File: config.mk
export PLATFORM = sky130hd
export DESIGN_NAME = pic_top
export DESIGN_NICKNAME = d
export VERILOG_FILES = /design/src/rtl/pic_pkg.sv /design/src/rtl/pic_top.sv
export SDC_FILE = /design/constraint.sdc
export NUM_CORES = 1
export LEC_CHECK = 0
export BUFFER_PORTS_ARGS = -buffer_cell sky130_fd_sc_hd__clkbuf_2
export CAP_MARGIN = 30
export CELL_PAD_IN_SITES_DETAIL_PLACEMENT = 2
export CELL_PAD_IN_SITES_GLOBAL_PLACEMENT = 2
export CORE_MARGIN = 4
export CORE_UTILIZATION = 21
export CTS_CLUSTER_SIZE = 12
export DETAILED_ROUTE_END_ITERATION = 16
export PLACE_DENSITY_LB_ADDON = 0.1
export SETUP_SLACK_MARGIN = 0.1
export SKIP_LAST_GASP = 1
export SYNTH_ARGS = -nofsm -noshare
export SYNTH_HDL_FRONTEND = slang
export SYNTH_SLANG_ARGS = --single-unit
File: constraint.sdc
create_clock -name pclk -period 1.38 [get_ports pclk]
set_input_delay 0.069 -clock pclk [delete_from_list [all_inputs] [get_ports pclk]]
set_output_delay 0.069 -clock pclk [all_outputs]
set_load 0.01 [all_outputs]
File: src/rtl/pic_pkg.sv
package pic_pkg;

	// ==========================================
	// register indices (word address = index*4)
	localparam logic [7:0] PIC_IDX_SUMMARY = 8'h10;
	localparam logic [7:0] PIC_IDX_PIN_CTRL = 8'h11;
	localparam logic [7:0] PIC_IDX_LINK_EV = 8'h12;
	localparam logic [7:0] PIC_IDX_MON_EV = 8'h13;
	localparam logic [7:0] PIC_IDX_IRQ_STAT = 8'h14;
	localparam logic [7:0] PIC_IDX_IRQ_CLR = 8'h15;
	localparam logic [7:0] PIC_IDX_IRQ_EN = 8'h16;

	// ==========================================
	// field positions
	localparam int PIC_POL_BIT = 3;
	localparam int PIC_FORCE_BIT = 2;
	localparam int PIC_GEN_BIT = 1;
	localparam int PIC_SUMMARY_BIT = 7;
	localparam int PIC_EN_OFS = 8;

	// flag positions, enable sits 8 bits lower
	localparam logic [15:0] PIC_LINK_FLAGS = 16'h6c00;
	localparam logic [15:0] PIC_MON_FLAGS = 16'hca00;
	localparam logic [15:0] PIC_LINK_MASKS = 16'h006c;
	localparam logic [15:0] PIC_MON_MASKS = 16'h00ca;

	// ==========================================
	// reset values
	localparam logic [15:0] PIC_PIN_CTRL_RST = 16'h000a;
	localparam logic [15:0] PIC_EV_RST = 16'h0000;
	localparam logic [2:0] PIC_SYS_RST = 3'h0;

	// system-interrupt bits: summary, link flags, monitor flags
	localparam int PIC_SYS_SUMMARY = 0;
	localparam int PIC_SYS_LINK = 1;
	localparam int PIC_SYS_MON = 2;

	typedef struct packed {
		logic [15:0] lev;
		logic [15:0] mev;
	} pic_events_t;

	typedef struct packed {
		logic [15:0] pin_ctrl;
		logic [15:0] link_reg;
		logic [15:0] mon_reg;
		logic summary;
		logic [2:0] sys_stat;
		logic [2:0] sys_en;
		logic irq_pin;
		logic sys_irq;
		logic pready;
		logic pslverr;
		logic [31:0] prdata;
	} pic_state_t;

endpackage

File: src/rtl/pic_top.sv
// Local design decision: the APB register port.
`timescale 1ns/10ps
module pic_top
	import pic_pkg::*;
(
	input wire logic pclk,
	input wire logic presetn,
	input wire logic psel,
	input wire logic penable,
	input wire logic pwrite,
	input wire logic [31:0] paddr,
	input wire logic [31:0] pwdata,
	input wire logic [3:0] pstrb,
	output logic pready,
	output logic pslverr,
	output logic [31:0] prdata,
	input wire pic_events_t ev_in,
	output logic irq_pin,
	output logic sys_irq
);

	// ==========================================
	// state
	pic_state_t s_r;
	pic_state_t s_nxt;

	logic [7:0] idx;
	logic setup;
	logic wr;
	logic rd;
	logic mapped;
	logic [15:0] wdat;
	logic [15:0] lev_set;
	logic [15:0] mev_set;
	logic link_hit;
	logic mon_hit;
	logic assert_req;
	logic [2:0] sys_set;

	assign idx = paddr[9:2];
	assign setup = psel && !penable;
	// writes commit in the access cycle; ready is always high there
	assign wr = psel && penable && pwrite;
	assign rd = setup && !pwrite;
	assign wdat = {pstrb[1] ? pwdata[15:8] : 8'h00,
		pstrb[0] ? pwdata[7:0] : 8'h00};
	assign mapped = (paddr[31:10] == 22'h00_0000) && (paddr[1:0] == 2'b00)
		&& (idx >= PIC_IDX_SUMMARY) && (idx <= PIC_IDX_IRQ_EN);

	always_comb
	begin
		lev_set = ev_in.lev & PIC_LINK_FLAGS;
		mev_set = ev_in.mev & PIC_MON_FLAGS;
		// any flag whose enable (8 bits lower) is on
		link_hit = |(s_r.link_reg[15:8] & s_r.link_reg[7:0]
			& PIC_LINK_FLAGS[15:8]);
		mon_hit = |(s_r.mon_reg[15:8] & s_r.mon_reg[7:0]
			& PIC_MON_FLAGS[15:8]);
		assert_req = s_r.pin_ctrl[PIC_FORCE_BIT]
			|| (s_r.pin_ctrl[PIC_GEN_BIT] && (link_hit || mon_hit));
		sys_set = 3'h0;
		sys_set[PIC_SYS_SUMMARY] = assert_req;
		sys_set[PIC_SYS_LINK] = |lev_set;
		sys_set[PIC_SYS_MON] = |mev_set;
	end

	always_comb
	begin
		s_nxt = s_r;
		s_nxt.pready = 1'b0;
		s_nxt.pslverr = 1'b0;

		// read data is captured in setup, so clear-on-read can act there
		if (rd)
		begin
			s_nxt.prdata = 32'h0000_0000;
			// refused addresses read as zero, even a misaligned mapped index
			case (mapped ? idx : 8'h00)
				PIC_IDX_SUMMARY:
					s_nxt.prdata[PIC_SUMMARY_BIT] = s_r.summary;
				PIC_IDX_PIN_CTRL:
					s_nxt.prdata[15:0] = s_r.pin_ctrl;
				PIC_IDX_LINK_EV:
					s_nxt.prdata[15:0] = s_r.link_reg;
				PIC_IDX_MON_EV:
					s_nxt.prdata[15:0] = s_r.mon_reg;
				PIC_IDX_IRQ_STAT:
					s_nxt.prdata[2:0] = s_r.sys_stat;
				PIC_IDX_IRQ_EN:
					s_nxt.prdata[2:0] = s_r.sys_en;
				default:
					s_nxt.prdata = 32'h0000_0000;
			endcase
		end
		if (setup)
			s_nxt.pready = 1'b1;
		if (setup && !mapped)
			s_nxt.pslverr = 1'b1;

		// clear on read; a new event in the same cycle still wins
		if (rd && mapped && idx == PIC_IDX_LINK_EV)
			s_nxt.link_reg[15:8] = 8'h00;
		if (rd && mapped && idx == PIC_IDX_MON_EV)
			s_nxt.mon_reg[15:8] = 8'h00;
		if (rd && mapped && idx == PIC_IDX_SUMMARY)
			s_nxt.summary = 1'b0;

		if (wr && mapped)
		begin
			case (idx)
				PIC_IDX_PIN_CTRL:
					s_nxt.pin_ctrl = wdat & PIC_PIN_CTRL_RST
						| wdat & 16'h0004;
				PIC_IDX_LINK_EV:
					s_nxt.link_reg[7:0] = wdat[7:0] & PIC_LINK_MASKS[7:0];
				PIC_IDX_MON_EV:
					s_nxt.mon_reg[7:0] = wdat[7:0] & PIC_MON_MASKS[7:0];
				PIC_IDX_IRQ_CLR:
					s_nxt.sys_stat = s_r.sys_stat & ~wdat[2:0];
				PIC_IDX_IRQ_EN:
					s_nxt.sys_en = wdat[2:0];
				default:
					s_nxt.sys_en = s_nxt.sys_en;
			endcase
		end

		// sticky sets last so they beat any clear
		s_nxt.link_reg[15:8] = s_nxt.link_reg[15:8] | lev_set[15:8];
		s_nxt.mon_reg[15:8] = s_nxt.mon_reg[15:8] | mev_set[15:8];
		s_nxt.summary = s_nxt.summary | assert_req;
		s_nxt.sys_stat = s_nxt.sys_stat | sys_set;

		// polarity applied last: bit 3 set means active low
		s_nxt.irq_pin = s_nxt.pin_ctrl[PIC_POL_BIT] ? !assert_req
			: assert_req;
		s_nxt.sys_irq = |(s_nxt.sys_stat & s_nxt.sys_en);
	end

	always_ff @(posedge pclk or negedge presetn)
	begin
		if (!presetn)
		begin
			s_r.pin_ctrl <= PIC_PIN_CTRL_RST;
			s_r.link_reg <= PIC_EV_RST;
			s_r.mon_reg <= PIC_EV_RST;
			s_r.summary <= 1'b0;
			s_r.sys_stat <= PIC_SYS_RST;
			s_r.sys_en <= PIC_SYS_RST;
			s_r.irq_pin <= 1'b1; // idle level for active-low reset polarity
			s_r.sys_irq <= 1'b0;
			s_r.pready <= 1'b0;
			s_r.pslverr <= 1'b0;
			s_r.prdata <= 32'h0000_0000;
		end
		else
			s_r <= s_nxt;
	end

	assign pready = s_r.pready;
	assign pslverr = s_r.pslverr;
	assign prdata = s_r.prdata;
	assign irq_pin = s_r.irq_pin;
	assign sys_irq = s_r.sys_irq;

endmodule

==> flow_summary.json, run 1 <==
{
  "drt_iter0_markers": 43,
  "maxCapViolCount": 0,
  "cts.sinks": 43,
  "dr.pass1.iters": 4,
  "ys_seq_elements": 43,
  "start_util_pct": 21.9,
  "ir_drop_v": 0.000304,
  "core_area_mm2": 0.0105,
  "synth-main-ff-cell": "dfrtp_1",
  "drc": 0,
  "final_cells": 501,
  "crit_fanout": 5,
  "hp-class": "primary input to flip-flop",
  "drt-total-wl_mm": 8.48,
  "ys_top_cells_by_area": "dfrtp_1 (44%), buf_4 (10%), nand2_1 (4.7%), dfstp_2 (3.4%), mux2_2 (3.4%)",
  "clock.fmax_ghz": 0.582,
  "wl_per_cell_um": 16.9,
  "diodes": 0,
  "drive_gt1_share_pct": 55.9,
  "status": "finished, violations left",
  "dp_hpwl_mm": 6.49,
  "cp.required_ns": 1.57,
  "gp_congestion": 0.775,
  "rsz0062_at_grt": "true",
  "cts_buffers": 5,
  "dieArea_mm2": 0.0127,
  "use_met3_pct": 2.26,
  "yosys.area.top_type_share_pct": 43.7,
  "vias_per_cell": 4.34,
  "reg2reg_from": "s_r[46]",
  "placed_area_mm2": 0.00305,
  "grt_overflow": 0,
  "hp-start": "pwdata[3]",
  "die_w_um": 112,
  "rows": 37,
  "startpoint_type": "primary input",
  "fp.dieH_um": 112,
  "syn-cell-area_mm2": 0.00229,
  "cellPowerDensity_mw_per_mm2": 664,
  "timing.hold.ws_ns": 0.0102,
  "crit_family": "simple AND/OR/NAND/NOR gates",
  "syn2layout_area_growth_pct": 59.0,
  "synth.avg_cell_area_um2": 9.92,
  "ios": 141,
  "ant_nets": 0,
  "critPathKind": "primary input to flip-flop",
  "num-nets-final": 469,
  "hold-path-endpoint": "s_r[62]",
  "dp.cells": 472,
  "finalMaxSlewViolations": 0,
  "synth_edf_count": 0,
  "finalCritPeriodShare_pct": 125,
  "cp.arrival_ns": 1.90,
  "cts_max_level": 2,
  "min_period_ns": 1.72,
  "r2r_cells": 5,
  "setup.worst_path.start": "paddr[7]",
  "slowest_delay_ns": 0.61,
  "path_cells": "buf_6 > nor4b_4 > nand3_1 > or4_4 > mux2i_4 > a211oi_2 > a221o_1",
  "antenna_found_initial": 0,
  "vias": 2174,
  "yosysWarnings": 0,
  "grt_max_degree": 44,
  "design_area_mm2": 0.00364,
  "crit_buf_inv": 1,
  "setup_ws_ns": -0.338,
  "cts_tree": "done",
  "clk_latency_ns": 0.30,
  "synth_largest_area_cell": "dfrtp_1",
  "root_buffer": "clkbuf_8",
  "synth_cells": 231,
  "p_total_mw": 2.42,
  "port_buffers": 69,
  "cellLeakagePower_nw": 1.74,
  "whs_path_depth": 3,
  "grt_pass1_vias": 2520,
  "clkTransAtPathRegs_ns": 0.08,
  "cpMaxStageDelayCell": "or4_4",
  "groute.layer.met1.usage_pct": 17.8,
  "grt_usage_pct": 13.3,
  "grt_pass1_wl_mm": 13.4,
  "hold_viol_final": 0,
  "violations": "setup timing",
  "timing.rr.end": "sys_irq",
  "async_flop_share_pct": 100,
  "fin_skew_ns": 0.00924,
  "busiest_layer": "met2",
  "use_met2_pct": 22.3,
  "clockBufferDepth": 2,
  "yosys-top-cells-count": "dfrtp_1 (40), buf_4 (32), nand2_1 (29)",
  "setup_viol": 38,
  "end_kind": "flip-flop",
  "synth_seq_area_share_pct": 47.1,
  "reg2reg_slack_ns": -0.20,
  "yosys.cell_count.top_type": "dfrtp_1",
  "synth_cell_types": 48
}
[power by group]
group / switching, mW / total, mW / internal, mW
clock network: 0.478 / 0.833 / 0.355
registers: 0.000733 / 1.26 / 1.26
logic: 0.177 / 0.323 / 0.146
total: 0.656 / 2.42 / 1.76
[stage by stage]
step                setup WS, ns  util, %  setup TNS [ns]
floorplan                 -0.451        -           -6.72
global placement          -0.668     29.2          -18.96
detailed placement        -0.681     29.2          -19.65
CTS                       -0.262     31.9           -3.43
global route              -0.405     34.8           -8.92
finish                    -0.338     34.8           -6.46
[kinds of logic after synthesis]
family / synth area share (%)
AND/OR/NAND/NOR: 18.0
AO/OA/AOI/OAI: 15.9
buffers and inverters: 13.2
flip-flops: 47.1
multiplexers: 5.19
XOR/XNOR: 0.382
other: 0.164
[worst max-delay path by stage]
stage / end / depth (start not counted)
CTS: sys_irq / 7
global route: sys_irq / 7
global placement: prdata[5] / 11
floorplan: sys_irq / 7
detailed placement: sys_irq / 7
finish: sys_irq / 7
[cell usage in the layout, fill, tap and decap left out, drive strengths merged, types with 4 or more instances in the layout]
cell type    instances
a21o                 8
a22o                 5
a22oi                4
a32oi                5
buf                 73
clkbuf              73
conb                19
dfrtp               40
dlygate4sd3          7
inv                  9
mux2                 7
mux2i                4
nand2               29
nand3                5
nor2                 7
nor3                 5
nor4                 7
o21ai               14
[sequential cells by signal, summed over array words and instances (netlist names)]
name / count
irq_pin: 1
prdata: 13
pready: 1
pslverr: 1
s_r: 26
sys_irq: 1
[metal layers]
| metal | vias to the layer above | wire length (µm) |
|---|---|---|
| met5 | - | 0 |
| met4 | 0 | 87 |
| met3 | 5 | 272 |
| met2 | 47 | 4210 |
| met1 | 1078 | 3910 |
| li1 | 1044 | - |
[worst reg2reg max path, stage by stage (launching register included)]
cell and delay (ns):
dfrtp_1 0.43, a22oi_2 0.22, nand4_1 0.17, a21oi_2 0.19, nand2_1 0.10, a221o_1 0.36
[final cells by class]
cell class,count,area [µm²]
inverters,9,33.8
fillers,1198,6820
well taps,136,170
multi-input cells,158,1240
repair buffers,147,1030
clock inverters,2,12.5
flip-flops and latches,43,1080
clock buffers,6,72.6
[what timing repair did]
action,4_1_cts,5_1_grt
hold buffers,7,0
resized for setup,30,56
endpoints found under the hold margin,46,0
pin swaps,18,34
setup endpoints to repair,40,42
setup buffers,4,13
No activity file was read; power rests on OpenSTA's default activity.
==> inputs of run 2 (changes only) <==
Settings changed: CORE_MARGIN 4 to unset.
==> run 2 against run 1 <==
The run still ends with setup timing left; combinational power is 2% lower; clock-buffer cell count is 1 higher; non-clock buffer count is 8 lower; first-iteration DRC count is 19% higher; utilization is 1.0 points lower; clock power is 5.4% higher; global-route usage is 1.6 points higher; critical endpoint unchanged; largest cell class unchanged; highest routed layer unchanged.
==> flow_summary.json, run 2 (synthesized netlist as in run 1, its figures left out) <==
{
  "pwr-share-seq_pct": 51.4,
  "met2RoutedLength_mm": 3.82,
  "grt_overflow": 0,
  "vias": 2146,
  "vias_per_cell": 4.35,
  "hold_viol_final": 0,
  "ios": 141,
  "rows": 37,
  "p_total_mw": 2.46,
  "design_area_mm2": 0.00353,
  "drt-total-wl_mm": 7.90,
  "fin_skew_ns": 0.00879,
  "setup_ws_ns": -0.272,
  "dr_wl_met3_um": 229,
  "dieArea_mm2": 0.0113,
  "startpoint_type": "primary input",
  "antenna_found_initial": 0,
  "mostFrequentLayoutCells": "clkbuf_2 (68), buf_4 (53), dfrtp_1 (40)",
  "cts_buffers": 5,
  "dp_hpwl_mm": 6.23,
  "grt_max_degree": 44,
  "finalMaxSlewViolations": 0,
  "cellPowerDensity_mw_per_mm2": 695,
  "grt_pass1_vias": 2407,
  "cellLeakagePower_nw": 1.72,
  "ir_drop_v": 0.000301,
  "cpMaxStageDelayCell": "or4_4",
  "root_buffer": "clkbuf_8",
  "hold-path-endpoint": "s_r[62]",
  "violations": "setup timing",
  "end_kind": "flip-flop",
  "clk_latency_ns": 0.30,
  "final_cells": 493,
  "swShare_pct": 26.1,
  "cp.arrival_ns": 1.84,
  "whs_path_depth": 3,
  "cts_tree": "done",
  "fp.dieH_um": 106,
  "status": "finished, violations left",
  "port_buffers": 69,
  "clockBufferDepth": 2,
  "drt-met1-wl_mm": 3.79,
  "top_layer": "met4",
  "critPathKind": "primary input to flip-flop",
  "num-nets-final": 461,
  "netSwitchingPower_uw": 640,
  "cts_max_level": 2,
  "reg2reg_slack_ns": -0.14,
  "reg_top3": "s_r (26), prdata (13)",
  "top_register": "s_r",
  "maxCapViolCount": 0,
  "core_area_mm2": 0.0105,
  "cp.required_ns": 1.57,
  "timing.rr.end": "sys_irq",
  "placed_area_mm2": 0.00305,
  "crit_fanout": 5,
  "final_common_cell": "clkbuf_2",
  "clkTransAtPathRegs_ns": 0.09,
  "setup_viol": 35,
  "clkPwrFrac_pct": 35.8,
  "r2r_cells": 5,
  "wl_per_cell_um": 16.0,
  "diodes": 0,
  "grt_pass1_wl_mm": 13.0,
  "dr.pass1.iters": 4,
  "path_cells": "buf_6 > nor4b_4 > nand3_2 > or4_4 > mux2i_1 > a211oi_1 > a221o_1",
  "drt_iter0_markers": 51,
  "grt_usage_pct": 14.9,
  "clock.fmax_ghz": 0.605,
  "final_util_pct": 33.8,
  "reg2reg_from": "s_r[46]",
  "die_w_um": 106,
  "hp-start": "pwdata[3]",
  "crit_family": "simple AND/OR/NAND/NOR gates",
  "nFillCells": 1183,
  "cts.sinks": 43,
  "hp-class": "primary input to flip-flop",
  "rsz0062_at_grt": "true",
  "combPwrFrac_pct": 12.8,
  "ant_nets": 0,
  "finalCritPeriodShare_pct": 120,
  "gp_congestion": 0.718,
  "largest_reg_flops": 26,
  "drc": 0,
  "dp.cells": 472,
  "drive_gt1_share_pct": 52.1,
  "start_util_pct": 21.9,
  "slowest_delay_ns": 0.59,
  "p_int_mw": 1.82,
  "min_period_ns": 1.65,
  "syn2layout_area_growth_pct": 54.2,
  "crit_buf_inv": 1
}
==> run 2: changes by cell type in the layout (fill, tap and decap cells not counted), sizes merged <==
cell and change:
clkinvlp -1, clkbuf +2, buf -9
==> run 2: layout make-up <==
class / instances / area (µm²) / area share (%)
sequential: 43 / 1080 / 30.5
multi-input combinational: 158 / 1210 / 34.3
inverter: 9 / 33.8 / 0.956
tap: 136 / 170 / 4.81
clock inverter: 1 / 8.76 / 0.248
clock buffer: 7 / 86.3 / 2.44
timing repair buffer: 139 / 945 / 26.7
==> run 2: timing repair <==
| action | in CTS | in global routing |
|---|---|---|
| gates resized for setup | 33 | 35 |
| hold buffers | 7 | 0 |
| endpoints found under the hold margin | 49 | 0 |
| buffers inserted | 2 | 5 |
| pin swaps | 15 | 26 |
| endpoints found under the setup margin | 40 | 42 |
==> run 2: metal layers <==
layer / GRT usage [%] / vias up
met3: 1.96 / 5
met2: 24.7 / 50
met4: 3.13 / 0
met1: 20.7 / 1065
met5: 0 / -
li1: - / 1026
==> run 2: worst reg2reg max path, delay by kind of cell (launching register included) <==
family,cells,cell delay (ns)
flops,1,0.41
compound gates,3,0.75
simple gates,2,0.25
==> run 2: worst max path at each step <==
| stage | from | to | slack, ns | cells past startpoint |
|---|---|---|---|---|
| 2_1_floorplan | paddr[7] | sys_irq | -0.45 | 7 |
| 3_3_place_gp | paddr[14] | sys_irq | -0.64 | 7 |
| 3_5_place_dp | paddr[7] | sys_irq | -0.67 | 7 |
| 4_1_cts | paddr[9] | sys_irq | -0.25 | 7 |
| 5_1_grt | paddr[16] | sys_irq | -0.32 | 8 |
| 6_report | paddr[7] | sys_irq | -0.27 | 7 |
==> run 2: stage by stage <==
step	hold WS [ns]	worst slack (ns)	setup TNS (ns)
after floorplan	-0.227	-0.451	-6.72
final	0.00124	-0.272	-4.16
after global placement	0.0775	-0.639	-19.26
after global routing	0.0120	-0.321	-6.88
after CTS	0.00330	-0.247	-4.55
after detailed placement	0.0755	-0.667	-19.95
==> run 2: power groups by stage <==
stage          clock [mW]  combinational [mW]  sequential [mW]
2_1_floorplan           0               0.124             1.29
3_3_place_gp            0               0.274             1.29
3_5_place_dp            0               0.277             1.29
4_1_cts             0.936               0.304             1.26
5_1_grt             0.974               0.350             1.26
6_report            0.878               0.315             1.26
